## config.mk

```make
export PLATFORM = sky130hd
export DESIGN_NAME = supply_and_channel_current_telemetry
export DESIGN_NICKNAME = d
export VERILOG_FILES = /design/src/logic/telemetry_pkg.sv /design/src/logic/current_slot.sv /design/src/logic/supply_and_channel_current_telemetry.sv
export SDC_FILE = /design/constraint.sdc
export NUM_CORES = 1
export LEC_CHECK = 0
export BUFFER_PORTS_ARGS = -buffer_cell sky130_fd_sc_hd__buf_4
export CORE_UTILIZATION = 55
export CTS_BUF_LIST = sky130_fd_sc_hd__clkbuf_2
export CTS_CLUSTER_DIAMETER = 40
export DETAILED_ROUTE_END_ITERATION = 10
export PLACE_DENSITY = 0.79
export SYNTH_ARGS = -nofsm -noshare
export SYNTH_HDL_FRONTEND = slang
export SYNTH_HIERARCHICAL = 1
export SYNTH_SLANG_ARGS = --single-unit
```

## constraint.sdc

```tcl
create_clock -name clk_i -period 3.35 [get_ports clk_i]
set_input_delay 0.335 -clock clk_i [delete_from_list [all_inputs] [get_ports clk_i]]
set_output_delay 0.335 -clock clk_i [all_outputs]
set_load 0.02 [all_outputs]
```

## src/logic/telemetry_pkg.sv

```systemverilog
// constants shared by the supply and channel current telemetry block
package telemetry_pkg;

  // ************************************************************
  // clock and timing
  // ************************************************************
  localparam int unsigned CLK_HZ         = 10_000_000;
  localparam int unsigned REFRESH_MS     = 100;
  localparam int unsigned REFRESH_CYCLES = CLK_HZ / 1000 * REFRESH_MS;

  // ************************************************************
  // word layout and reset values
  // ************************************************************
  localparam int unsigned   CODE_W     = 14;
  localparam int unsigned   CHAN_N     = 4;
  localparam logic [13:0]   CODE_RST   = 14'h0000;
  localparam logic [1:0]    PAD_ZERO   = 2'h0;
  localparam logic [7:0]    BYTE_ZERO  = 8'h00;

  // ************************************************************
  // command codes
  // ************************************************************
  localparam logic [7:0]    CMD_SUPPLY = 8'h2E;
  localparam logic [7:0]    CMD_CUR1   = 8'h30;
  localparam logic [7:0]    CMD_CUR2   = 8'h34;
  localparam logic [7:0]    CMD_CUR3   = 8'h38;
  localparam logic [7:0]    CMD_CUR4   = 8'h3C;

  // ************************************************************
  // serial port
  // ************************************************************
  localparam logic [6:0]    DEV_ADDR_DFLT = 7'h20;
  localparam logic [3:0]    BITS_PER_BYTE = 4'h8;
  localparam logic [3:0]    BIT_CNT_RST   = 4'h0;

  typedef enum logic [6:0] {
    ST_IDLE     = 7'b0000001,
    ST_ADDR     = 7'b0000010,
    ST_ACK_ADDR = 7'b0000100,
    ST_CMD      = 7'b0001000,
    ST_ACK_CMD  = 7'b0010000,
    ST_TX       = 7'b0100000,
    ST_RX_ACK   = 7'b1000000
  } port_state_t;

endpackage : telemetry_pkg

```

## src/logic/current_slot.sv

```systemverilog
// one channel current reading holder
`timescale 1ns/1ns
module current_slot (
  // clock and reset
  input  wire logic        clk_i,
  input  wire logic        rst_i,
  // channel condition
  input  wire logic        tick_i,
  input  wire logic        powered_i,
  input  wire logic        disable_i,
  input  wire logic        diag_i,
  // measurements
  input  wire logic [13:0] conv_code_i,
  input  wire logic        conv_done_i,
  input  wire logic [13:0] class_code_i,
  input  wire logic        class_done_i,
  // reading
  output logic      [13:0] reading_o,
  output logic             class_scale_o
);

  logic [13:0] reading_r;
  logic [13:0] reading_nxt;
  logic        class_r;
  logic        class_nxt;

  // ************************************************************
  // next reading
  // ************************************************************
  always_comb begin
    reading_nxt = reading_r;
    class_nxt   = class_r;
    if (class_done_i) begin
      reading_nxt = class_code_i;
      class_nxt   = 1'b1;
    end else if (disable_i) begin
      reading_nxt = telemetry_pkg::CODE_RST;
      class_nxt   = 1'b0;
    end else if (diag_i) begin
      if (conv_done_i) begin
        reading_nxt = conv_code_i;
        class_nxt   = 1'b0;
      end
    end else if (powered_i && tick_i) begin
      reading_nxt = conv_code_i;
      class_nxt   = 1'b0;
    end
  end

  always_ff @(posedge clk_i or posedge rst_i) begin
    if (rst_i) begin
      reading_r <= telemetry_pkg::CODE_RST;
      class_r   <= 1'b0;
    end else begin
      reading_r <= reading_nxt;
      class_r   <= class_nxt;
    end
  end

  assign reading_o     = reading_r;
  assign class_scale_o = class_r;

endmodule : current_slot

```

## src/logic/supply_and_channel_current_telemetry.sv

```systemverilog
// supply voltage and channel current telemetry with serial read port
// Operation
// supply voltage is a 14-bit result fetched as a two-byte read
// supply code counts 3.662 mV per step, 60 V full scale
// channel currents answer commands 30h 34h 38h 3Ch, low byte first
// channel current is 14 bits, refreshed about every 100 ms when powered
// powered current code counts 89.5 uA, 1.46 A full scale
// all telemetry bits are read-only and zero after reset
// diagnostic mode keeps the last measurement taken on the channel
// low byte holds bits 7..0, high byte bits 13..8, top two zero
// supply voltage answers command 2Eh, two bytes, low byte first
// class current shown after classification until powered reading or disable
// class current reading uses a tenfold finer 8.95 uA step
`timescale 1ns/1ns
module supply_and_channel_current_telemetry #(
  parameter int unsigned REFRESH_CYCLES = telemetry_pkg::REFRESH_CYCLES,
  parameter logic [6:0]  DEV_ADDR       = telemetry_pkg::DEV_ADDR_DFLT
) (
  // clock and reset
  input  wire logic        clk_i,
  input  wire logic        rst_i,
  // serial pins
  input  wire logic        scl_i,
  input  wire logic        sda_i,
  output logic             sda_o,
  output logic             sda_oe_o,
  // supply conversion
  input  wire logic [13:0] supply_code_i,
  input  wire logic        supply_done_i,
  // channel conditions
  input  wire logic [3:0]  ch_powered_i,
  input  wire logic [3:0]  ch_disable_i,
  input  wire logic [3:0]  ch_diag_i,
  // channel conversions
  input  wire logic [55:0] ch_conv_code_i,
  input  wire logic [3:0]  ch_conv_done_i,
  input  wire logic [55:0] ch_class_code_i,
  input  wire logic [3:0]  ch_class_done_i,
  // status
  output logic      [3:0]  ch_class_scale_o,
  output logic             refresh_tick_o
);

  localparam int unsigned CW = telemetry_pkg::CODE_W;

  // ************************************************************
  // refresh divider
  // ************************************************************
  logic [31:0] div_r;
  logic [31:0] div_nxt;
  logic        tick;

  assign tick = (div_r == REFRESH_CYCLES - 1);

  always_comb begin
    div_nxt = tick ? 32'h00000000 : div_r + 32'h00000001;
  end

  always_ff @(posedge clk_i or posedge rst_i) begin
    if (rst_i) begin
      div_r <= 32'h00000000;
    end else begin
      div_r <= div_nxt;
    end
  end

  assign refresh_tick_o = tick;

  // ************************************************************
  // supply reading
  // ************************************************************
  logic [13:0] supply_r;
  logic [13:0] supply_nxt;

  always_comb begin
    supply_nxt = supply_done_i ? supply_code_i : supply_r;
  end

  always_ff @(posedge clk_i or posedge rst_i) begin
    if (rst_i) begin
      supply_r <= telemetry_pkg::CODE_RST;
    end else begin
      supply_r <= supply_nxt;
    end
  end

  // ************************************************************
  // channel readings
  // ************************************************************
  logic [13:0] cur [telemetry_pkg::CHAN_N];

  for (genvar g = 0; g < telemetry_pkg::CHAN_N; g++) begin : g_ch
    current_slot u_slot (
      .clk_i         (clk_i),
      .rst_i         (rst_i),
      .tick_i        (tick),
      .powered_i     (ch_powered_i[g]),
      .disable_i     (ch_disable_i[g]),
      .diag_i        (ch_diag_i[g]),
      .conv_code_i   (ch_conv_code_i[g*CW +: CW]),
      .conv_done_i   (ch_conv_done_i[g]),
      .class_code_i  (ch_class_code_i[g*CW +: CW]),
      .class_done_i  (ch_class_done_i[g]),
      .reading_o     (cur[g]),
      .class_scale_o (ch_class_scale_o[g])
    );
  end

  // ************************************************************
  // pin synchronisers
  // ************************************************************
  logic [1:0] scl_sy_r;
  logic [1:0] sda_sy_r;
  logic       scl_d_r;
  logic       sda_d_r;

  always_ff @(posedge clk_i or posedge rst_i) begin
    if (rst_i) begin
      scl_sy_r <= 2'h3;
      sda_sy_r <= 2'h3;
      scl_d_r  <= 1'b1;
      sda_d_r  <= 1'b1;
    end else begin
      scl_sy_r <= {scl_sy_r[0], scl_i};
      sda_sy_r <= {sda_sy_r[0], sda_i};
      scl_d_r  <= scl_sy_r[1];
      sda_d_r  <= sda_sy_r[1];
    end
  end

  logic scl_s;
  logic sda_s;
  logic scl_rise;
  logic scl_fall;
  logic start_c;
  logic stop_c;

  assign scl_s    = scl_sy_r[1];
  assign sda_s    = sda_sy_r[1];
  assign scl_rise = scl_s & ~scl_d_r;
  assign scl_fall = ~scl_s & scl_d_r;
  assign start_c  = scl_s & scl_d_r & sda_d_r & ~sda_s;
  assign stop_c   = scl_s & scl_d_r & ~sda_d_r & sda_s;

  // ************************************************************
  // register read selection
  // ************************************************************
  logic [7:0]  cmd_r;
  logic [15:0] word_sel;

  always_comb begin
    case (cmd_r)
      telemetry_pkg::CMD_SUPPLY: word_sel = {telemetry_pkg::PAD_ZERO, supply_r};
      telemetry_pkg::CMD_CUR1:   word_sel = {telemetry_pkg::PAD_ZERO, cur[0]};
      telemetry_pkg::CMD_CUR2:   word_sel = {telemetry_pkg::PAD_ZERO, cur[1]};
      telemetry_pkg::CMD_CUR3:   word_sel = {telemetry_pkg::PAD_ZERO, cur[2]};
      telemetry_pkg::CMD_CUR4:   word_sel = {telemetry_pkg::PAD_ZERO, cur[3]};
      default:                   word_sel = {telemetry_pkg::BYTE_ZERO, telemetry_pkg::BYTE_ZERO};
    endcase
  end

  // ************************************************************
  // serial port state machine
  // ************************************************************
  telemetry_pkg::port_state_t st_r;
  telemetry_pkg::port_state_t st_nxt;
  logic [3:0]  cnt_r;
  logic [3:0]  cnt_nxt;
  logic [7:0]  sh_r;
  logic [7:0]  sh_nxt;
  logic        rw_r;
  logic        rw_nxt;
  logic [7:0]  cmd_nxt;
  logic        hi_r;
  logic        hi_nxt;
  logic [7:0]  hold_r;
  logic [7:0]  hold_nxt;
  logic        nack_r;
  logic        nack_nxt;
  logic        oe_r;
  logic        oe_nxt;

  always_comb begin
    st_nxt   = st_r;
    cnt_nxt  = cnt_r;
    sh_nxt   = sh_r;
    rw_nxt   = rw_r;
    cmd_nxt  = cmd_r;
    hi_nxt   = hi_r;
    hold_nxt = hold_r;
    nack_nxt = nack_r;
    oe_nxt   = oe_r;
    if (start_c) begin
      st_nxt  = telemetry_pkg::ST_ADDR;
      cnt_nxt = telemetry_pkg::BIT_CNT_RST;
      oe_nxt  = 1'b0;
    end else if (stop_c) begin
      st_nxt = telemetry_pkg::ST_IDLE;
      oe_nxt = 1'b0;
    end else begin
      case (st_r)
        telemetry_pkg::ST_IDLE: begin
          oe_nxt = 1'b0;
        end
        telemetry_pkg::ST_ADDR, telemetry_pkg::ST_CMD: begin
          if (scl_rise) begin
            sh_nxt  = {sh_r[6:0], sda_s};
            cnt_nxt = cnt_r + 4'h1;
          end else if (scl_fall && cnt_r == telemetry_pkg::BITS_PER_BYTE) begin
            if (st_r == telemetry_pkg::ST_CMD) begin
              cmd_nxt = sh_r;
              hi_nxt  = 1'b0;
              st_nxt  = telemetry_pkg::ST_ACK_CMD;
              oe_nxt  = 1'b1;
            end else if (sh_r[7:1] == DEV_ADDR) begin
              rw_nxt = sh_r[0];
              st_nxt = telemetry_pkg::ST_ACK_ADDR;
              oe_nxt = 1'b1;
            end else begin
              st_nxt = telemetry_pkg::ST_IDLE;
            end
          end
        end
        telemetry_pkg::ST_ACK_ADDR: begin
          if (scl_fall) begin
            cnt_nxt = telemetry_pkg::BIT_CNT_RST;
            if (rw_r) begin
              sh_nxt   = hi_r ? hold_r : word_sel[7:0];
              hold_nxt = hi_r ? hold_r : word_sel[15:8];
              oe_nxt   = hi_r ? ~hold_r[7] : ~word_sel[7];
              st_nxt   = telemetry_pkg::ST_TX;
            end else begin
              oe_nxt = 1'b0;
              st_nxt = telemetry_pkg::ST_CMD;
            end
          end
        end
        telemetry_pkg::ST_ACK_CMD: begin
          if (scl_fall) begin
            oe_nxt = 1'b0;
            st_nxt = telemetry_pkg::ST_IDLE;
          end
        end
        telemetry_pkg::ST_TX: begin
          if (scl_rise) begin
            cnt_nxt = cnt_r + 4'h1;
          end else if (scl_fall) begin
            if (cnt_r == telemetry_pkg::BITS_PER_BYTE) begin
              oe_nxt = 1'b0;
              st_nxt = telemetry_pkg::ST_RX_ACK;
            end else begin
              sh_nxt = {sh_r[6:0], 1'b0};
              oe_nxt = ~sh_r[6];
            end
          end
        end
        telemetry_pkg::ST_RX_ACK: begin
          if (scl_rise) begin
            nack_nxt = sda_s;
          end else if (scl_fall) begin
            cnt_nxt = telemetry_pkg::BIT_CNT_RST;
            hi_nxt  = ~hi_r;
            if (nack_r) begin
              st_nxt = telemetry_pkg::ST_IDLE;
            end else begin
              sh_nxt   = hi_r ? word_sel[7:0] : hold_r;
              hold_nxt = hi_r ? word_sel[15:8] : hold_r;
              oe_nxt   = hi_r ? ~word_sel[7] : ~hold_r[7];
              st_nxt   = telemetry_pkg::ST_TX;
            end
          end
        end
        default: begin
          st_nxt = telemetry_pkg::ST_IDLE;
          oe_nxt = 1'b0;
        end
      endcase
    end
  end

  always_ff @(posedge clk_i or posedge rst_i) begin
    if (rst_i) begin
      st_r   <= telemetry_pkg::ST_IDLE;
      cnt_r  <= telemetry_pkg::BIT_CNT_RST;
      sh_r   <= telemetry_pkg::BYTE_ZERO;
      rw_r   <= 1'b0;
      cmd_r  <= telemetry_pkg::BYTE_ZERO;
      hi_r   <= 1'b0;
      hold_r <= telemetry_pkg::BYTE_ZERO;
      nack_r <= 1'b0;
      oe_r   <= 1'b0;
    end else begin
      st_r   <= st_nxt;
      cnt_r  <= cnt_nxt;
      sh_r   <= sh_nxt;
      rw_r   <= rw_nxt;
      cmd_r  <= cmd_nxt;
      hi_r   <= hi_nxt;
      hold_r <= hold_nxt;
      nack_r <= nack_nxt;
      oe_r   <= oe_nxt;
    end
  end

  // open-drain: only ever pulls low
  assign sda_o    = 1'b0;
  assign sda_oe_o = oe_r;

endmodule : supply_and_channel_current_telemetry

```

-- Yosys cells after proc, flatten, opt, wreduce, memory -nomap -nowiden
Index checks and enable logic that the tools add are counted.
- bits in registers: 151
- input bits: 151
- output and inout bits: 7
- logic and storage cells: 228
- equal/unequal tests: 48
- muxes and demuxes: 108
- reductions and logical operators: 28
- bitwise operators: 19
- $add $sub $neg: 2
- operators by type and width (cell ; number):
    $mux 14 ; 20
    $mux 8 ; 18
    $mux 7 ; 11
    $pmux 14 s5 ; 1
    $mux 1 ; 42
    $pmux 7 s6 ; 1
    $eq 8x6->1 const B ; 5
    $ne 4x4->1 const B ; 10
    $add 32x1->32 const B ; 1
    $eq 32x20->1 const B ; 1
    $mux 32 ; 1
    $pmux 8 s4 ; 1
    $ne 2x2->1 const B ; 15
    $reduce_and 10->1 ; 3
    $reduce_bool 4->1 ; 6
    $mux 4 ; 5
    $ne 4x2->1 const B ; 4
    $pmux 8 s2 ; 1
    $eq 7x6->1 const B ; 2
    $mux 6 ; 2
    $not 1->1 ; 12
    $pmux 4 s3 ; 1
    $reduce_and 12->1 ; 1
    $reduce_and 2->1 ; 4
    24 further kinds ; 37

-- Longest topological paths before layout
- depth in word-level cells: 10
- mapped depth: 10
- mapped depth without buffers: 7

-- Hierarchy
The synthesis kept the hierarchy.
- modules (own cells, without submodules) (module ; area an instance (um^2) ; cells each ; seq. area each (um^2) ; instances):
    supply_and_channel_current_telemetry ; 5094.9 ; 471 ; 2235.9 ; 1
    current_slot ; 798.3 ; 57 ; 375.4 ; 4

-- Worst setup path before layout
Ideal clock, no wire load.
- kind: reg2reg
- from: register div_r[2]
- to: register g_ch[0].u_slot.reading_r[0]
- setup slack: 0.499 ns
- setup time: 0.125 ns
- data arrival time: 2.726 ns
- stages on the path, launching flop included: 11
- period minus slack after synthesis: 2.851 ns
- data required time: 3.225 ns
- path buffers: 3
- cells stage by stage: dfrtp_1 -> and4_1 -> and3_1 -> clkbuf_1 -> inv_1 -> nor4_1 -> clkbuf_1 -> nand3b_1 -> nand3_4 -> buf_6 -> mux2_4
- cells in the longest elaborated chain, start to end: 4
- ends and longest elaborated chain (element ; line ; RTL):
    start, declared ; supply_and_channel_current_telemetry.sv:49 ; logic [31:0] div_r;
    start signal, assigned ; supply_and_channel_current_telemetry.sv:63 ; div_r <= div_nxt;
    $eq 32x20->1 ; supply_and_channel_current_telemetry.sv:53 ; assign tick = (div_r == REFRESH_CYCLES - 1);
    named net refresh_tick_o ; supply_and_channel_current_telemetry.sv:41 ; output logic refresh_tick_o
    $logic_and 1x1->1 ; current_slot.sv:44 ; end else if (powered_i && tick_i) begin
    $reduce_bool 4->1 (no source line) ; -- ;
    $reduce_and 2->1 (no source line) ; -- ;
    end signal, assigned ; current_slot.sv:52 ; reading_r <= telemetry_pkg::CODE_RST;
    end signal, assigned ; current_slot.sv:55 ; reading_r <= reading_nxt;
    end, declared ; current_slot.sv:22 ; logic [13:0] reading_r;
The timed path passes the listed nets, and every way through them passes these cells.
A chain may end at the register's enable or synchronous reset.

-- Worst setup path after layout
- from: register div_r[0]
- to: output port refresh_tick_o
- cells in the longest elaborated chain, start to end: 1
- ends and longest elaborated chain (element ; line):
    $eq 32x20->1 ; supply_and_channel_current_telemetry.sv:53
    end, declared ; supply_and_channel_current_telemetry.sv:41
Every way passes these cells.

==> results.yml <==
synthesis:
  synthDistinctLibCells: 76
  ys_warn_count: 6
  syn_nets: 853
  synth_enable_flop_cells: 0
  synthCells: 699
  yosysSeqAreaShare_pct: 45.1
  synth_seq_cells: 149
  synth_area_mm2: 0.00829
  ys.flop_type: "dfrtp_1"
  synth_area_per_cell_um2: 11.9
  synthArstFlopShare_pct: 100
clock_network:
  cts_made_buffers: 17
  clkTransAtPathRegs_ns: 0.27
  cts.sinks: 149
  cts-htree-levels: 4
  cts_tree: "done"
  cts_root_buffer: "clkbuf_2"
  cts_resized: 0
  clk_latency_ns: 0.80
  cts_buffer_depth: 2
power:
  p_comb_share_pct: 19.8
  p_switching_mw: 1.13
  internal-power_mw: 2.81
  total_power_mw: 3.93
  ir_drop_mv: 0.232
  power.share.sequential_pct: 51.7
  power.density_mw_per_mm2: 351
  clockPowerShare_pct: 28.5
  swShare_pct: 28.7
  p_leak_nw: 5.24
detailed_routing:
  postRouteAntennaNets: 0
  avgViaCountPerCell: 6.28
  drcViolationCount: 7
  drt-initial-drc-count: 623
  dr_total_vias: 7478
  wl_um: 27000
  wl_per_cell_um: 22.7
  dr.pass1.iters: 11
global_route:
  gr-total-overflow: 0
  grt_pass1_vias: 7889
  antenna_found_initial: 1
  grt_max_degree: 45
  grt.total_usage_pct: 36.0
  grt_pass1_wl_um: 42600
floorplan:
  core_area_mm2: 0.0146
  die-area_mm2: 0.0156
  die_h_um: 125
  die_w_um: 125
  ioPinCount: 158
  fp-row-count: 44
  start_util_pct: 56.6
sta:
  rsz0062_at_grt: "no"
  finClkSkew_ns: 0.0688
  setup-violations-final: 0
  fmax_mhz: 321
  tns_ns: 0
  finalCritPeriodShare_pct: 93.1
  period_needed_ns: 3.12
  relSlewSlack_pct: 46.7
  maxSlewViolCount: 0
  worstMarginPinSlew_ns: 0.791
  final-hold-violation-count: 0
setup_path:
  cp_max_fo: 16
  required_ns: 3.01
  crit_arrival_ns: 2.78
  endpoint_kind: "output port"
  crit_type: "flop to output port"
  critPathLaunchType: "flop"
final_layout:
  layout_commonest_cell: "buf_4"
  drive_gt1_share_pct: 32.0
  layoutNonFillerInstCount: 1190
  syn_to_final_growth_pct: 35.3
  nets: 1146
  layout_common_cells: "buf_4, dlygate4sd3_1, dfrtp_1"
placement:
  place_inst: 1006
  hpwl_um: 15400
  gp_congestion: 0.918
  port_buffers: 156
outcome:
  outcome: "finished, violations left"
  violations: "DRC"
min_path:
  hp-class: "primary input to flop"
run:
  cap_violations: 0
## critical path, cell delays in order (launching register included)
cell     delay (ns)
dfrtp_1        0.46
ha_1           0.28
and3_1         0.33
inv_1          0.10
nor4_2         0.33
buf_4          0.33
buf_4          0.19
## per-stage QoR
stage / hold slack (ns) / utilization, % / cell area, µm² / setup slack [ns]
3_5_place_dp: 0.348 / 64.5 / 9450 / 0.643
4_1_cts: 0.0696 / 76.6 / 11200 / 0.266
5_1_grt: 0.0807 / 76.6 / 11200 / 0.0764
2_1_floorplan: 0.236 / - / 8290 / 0.499
6_report: 0.0895 / 76.6 / 11200 / 0.232
3_3_place_gp: 0.351 / 64.5 / 9450 / 0.682
## repair_timing
item | in CTS | in global routing
buffers inserted | 0 | 0
endpoints found under the hold margin | 177 | 0
hold buffers | 151 | 0
## power groups by stage
| stage | sequential, mW | combinational (mW) | clock [mW] |
|---|---|---|---|
| CTS | 2.01 | 0.727 | 1.10 |
| detailed placement | 2.05 | 0.559 | 0 |
| global placement | 2.04 | 0.544 | 0 |
| finish | 2.03 | 0.778 | 1.12 |
| global route | 2.04 | 0.816 | 1.20 |
| floorplan | 2.00 | 0.361 | 0 |
## synth_stat cells, types with 3 or more instances
library cell  number  share of area [%]
buf_2              4               0.24
nand4b_1           3               0.32
dfrtp_1          142                 43
inv_1             22                1.0
nand2_1           38                1.7
mux2i_1           24                2.9
buf_6             18                2.4
nand3_4            4               0.85
xor2_1            22                2.3
a22o_1            53                5.6
clkbuf_1          15               0.68
a211oi_1           3               0.27
o211ai_1           9               0.82
or3_1              7               0.53
nor2b_1            6               0.45
nor3b_1           10               0.91
ha_1               3               0.45
nand3_1           19                1.1
dfstp_2            7                2.2
nor2_8             5                1.2
nor4_1             9               0.68
a41o_1             5               0.60
mux2_2            41                5.6
mux4_2             7                1.9
nor2_1            32                1.4
and3_1             7               0.53
o31ai_1            4               0.36
nor3_1             8               0.48
nand3b_1           8               0.72
mux2_4            40                7.2
a21oi_1           27                1.6
a222oi_1           5               0.60
and4_1             5               0.53
and2_1             3               0.23
xnor2_1           11                1.2
or3b_2             3               0.32
o21ai_0           14               0.85
nand4_1           10               0.75
## state kept, by name, summed over array words and instances (netlist names), 2 cells and up
| signal | count |
|---|---|
| g_ch.u_slot/reading_o | 56 |
| div_r | 32 |
| supply_r | 14 |
| cmd_r | 8 |
| sh_r | 8 |
| st_r | 7 |
| hold_r | 6 |
| cnt_r | 4 |
| g_ch.u_slot/class_scale_o | 4 |
| scl_sy_r | 2 |
| sda_sy_r | 2 |
## kinds of logic (layout without fill, tap and decap cells)
| group | count (synthesis) | in the layout | synth area share (%) |
|---|---|---|---|
| buffers and inverters | 62 | 368 | 4.59 |
| AOI/OAI and AO/OA | 143 | 143 | 13.7 |
| xor gates and xnor gates | 33 | 33 | 3.49 |
| and+or+nand+nor | 196 | 196 | 15.0 |
| muxes | 112 | 112 | 17.6 |
| other | 1 | 2 | 0.0452 |
| DFF | 149 | 149 | 45.1 |
| adders and majority gates | 3 | 3 | 0.453 |
## metal layers
layer | GRT usage, % | wire length (µm) | vias up | share of wire, %
met5 | 0 | 0 | - | 0
met4 | 24.7 | 1800 | 0 | 6.7
met3 | 7.04 | 1790 | 135 | 6.6
met2 | 60.8 | 13300 | 449 | 49
met1 | 41.4 | 10000 | 3688 | 37
li1 | - | - | 3206 | -
## path summary, 6_finish.rpt
check                                       start                           end  cells past startpoint  slack, ns
worst max-delay path                     div_r[0]                refresh_tick_o                      6       0.23
worst min-delay path            ch_conv_done_i[2]  g_ch[2].u_slot/reading_o[12]                      4       0.09
worst max register to register           div_r[0]  g_ch[3].u_slot/class_scale_o                      8       0.38
worst min register to register        sda_sy_r[0]                   sda_sy_r[1]                      0       0.37
max in group asynchronous                   rst_i                   sda_sy_r[0]                      4       2.14
min in group asynchronous                   rst_i  g_ch[2].u_slot/reading_o[11]                      3       0.17
## cell type report
cell class                 count  area [µm²]
multi-input combinational    488        4180
fill                         777        3430
timing repair buffer         314        2740
clock inverter                13         156
inverter                      22        83.8
tap                          184         230
antenna                        1        2.50
clock buffer                  19        95.1
sequential                   149        3740
No activity file was read; power rests on OpenSTA's default activity.
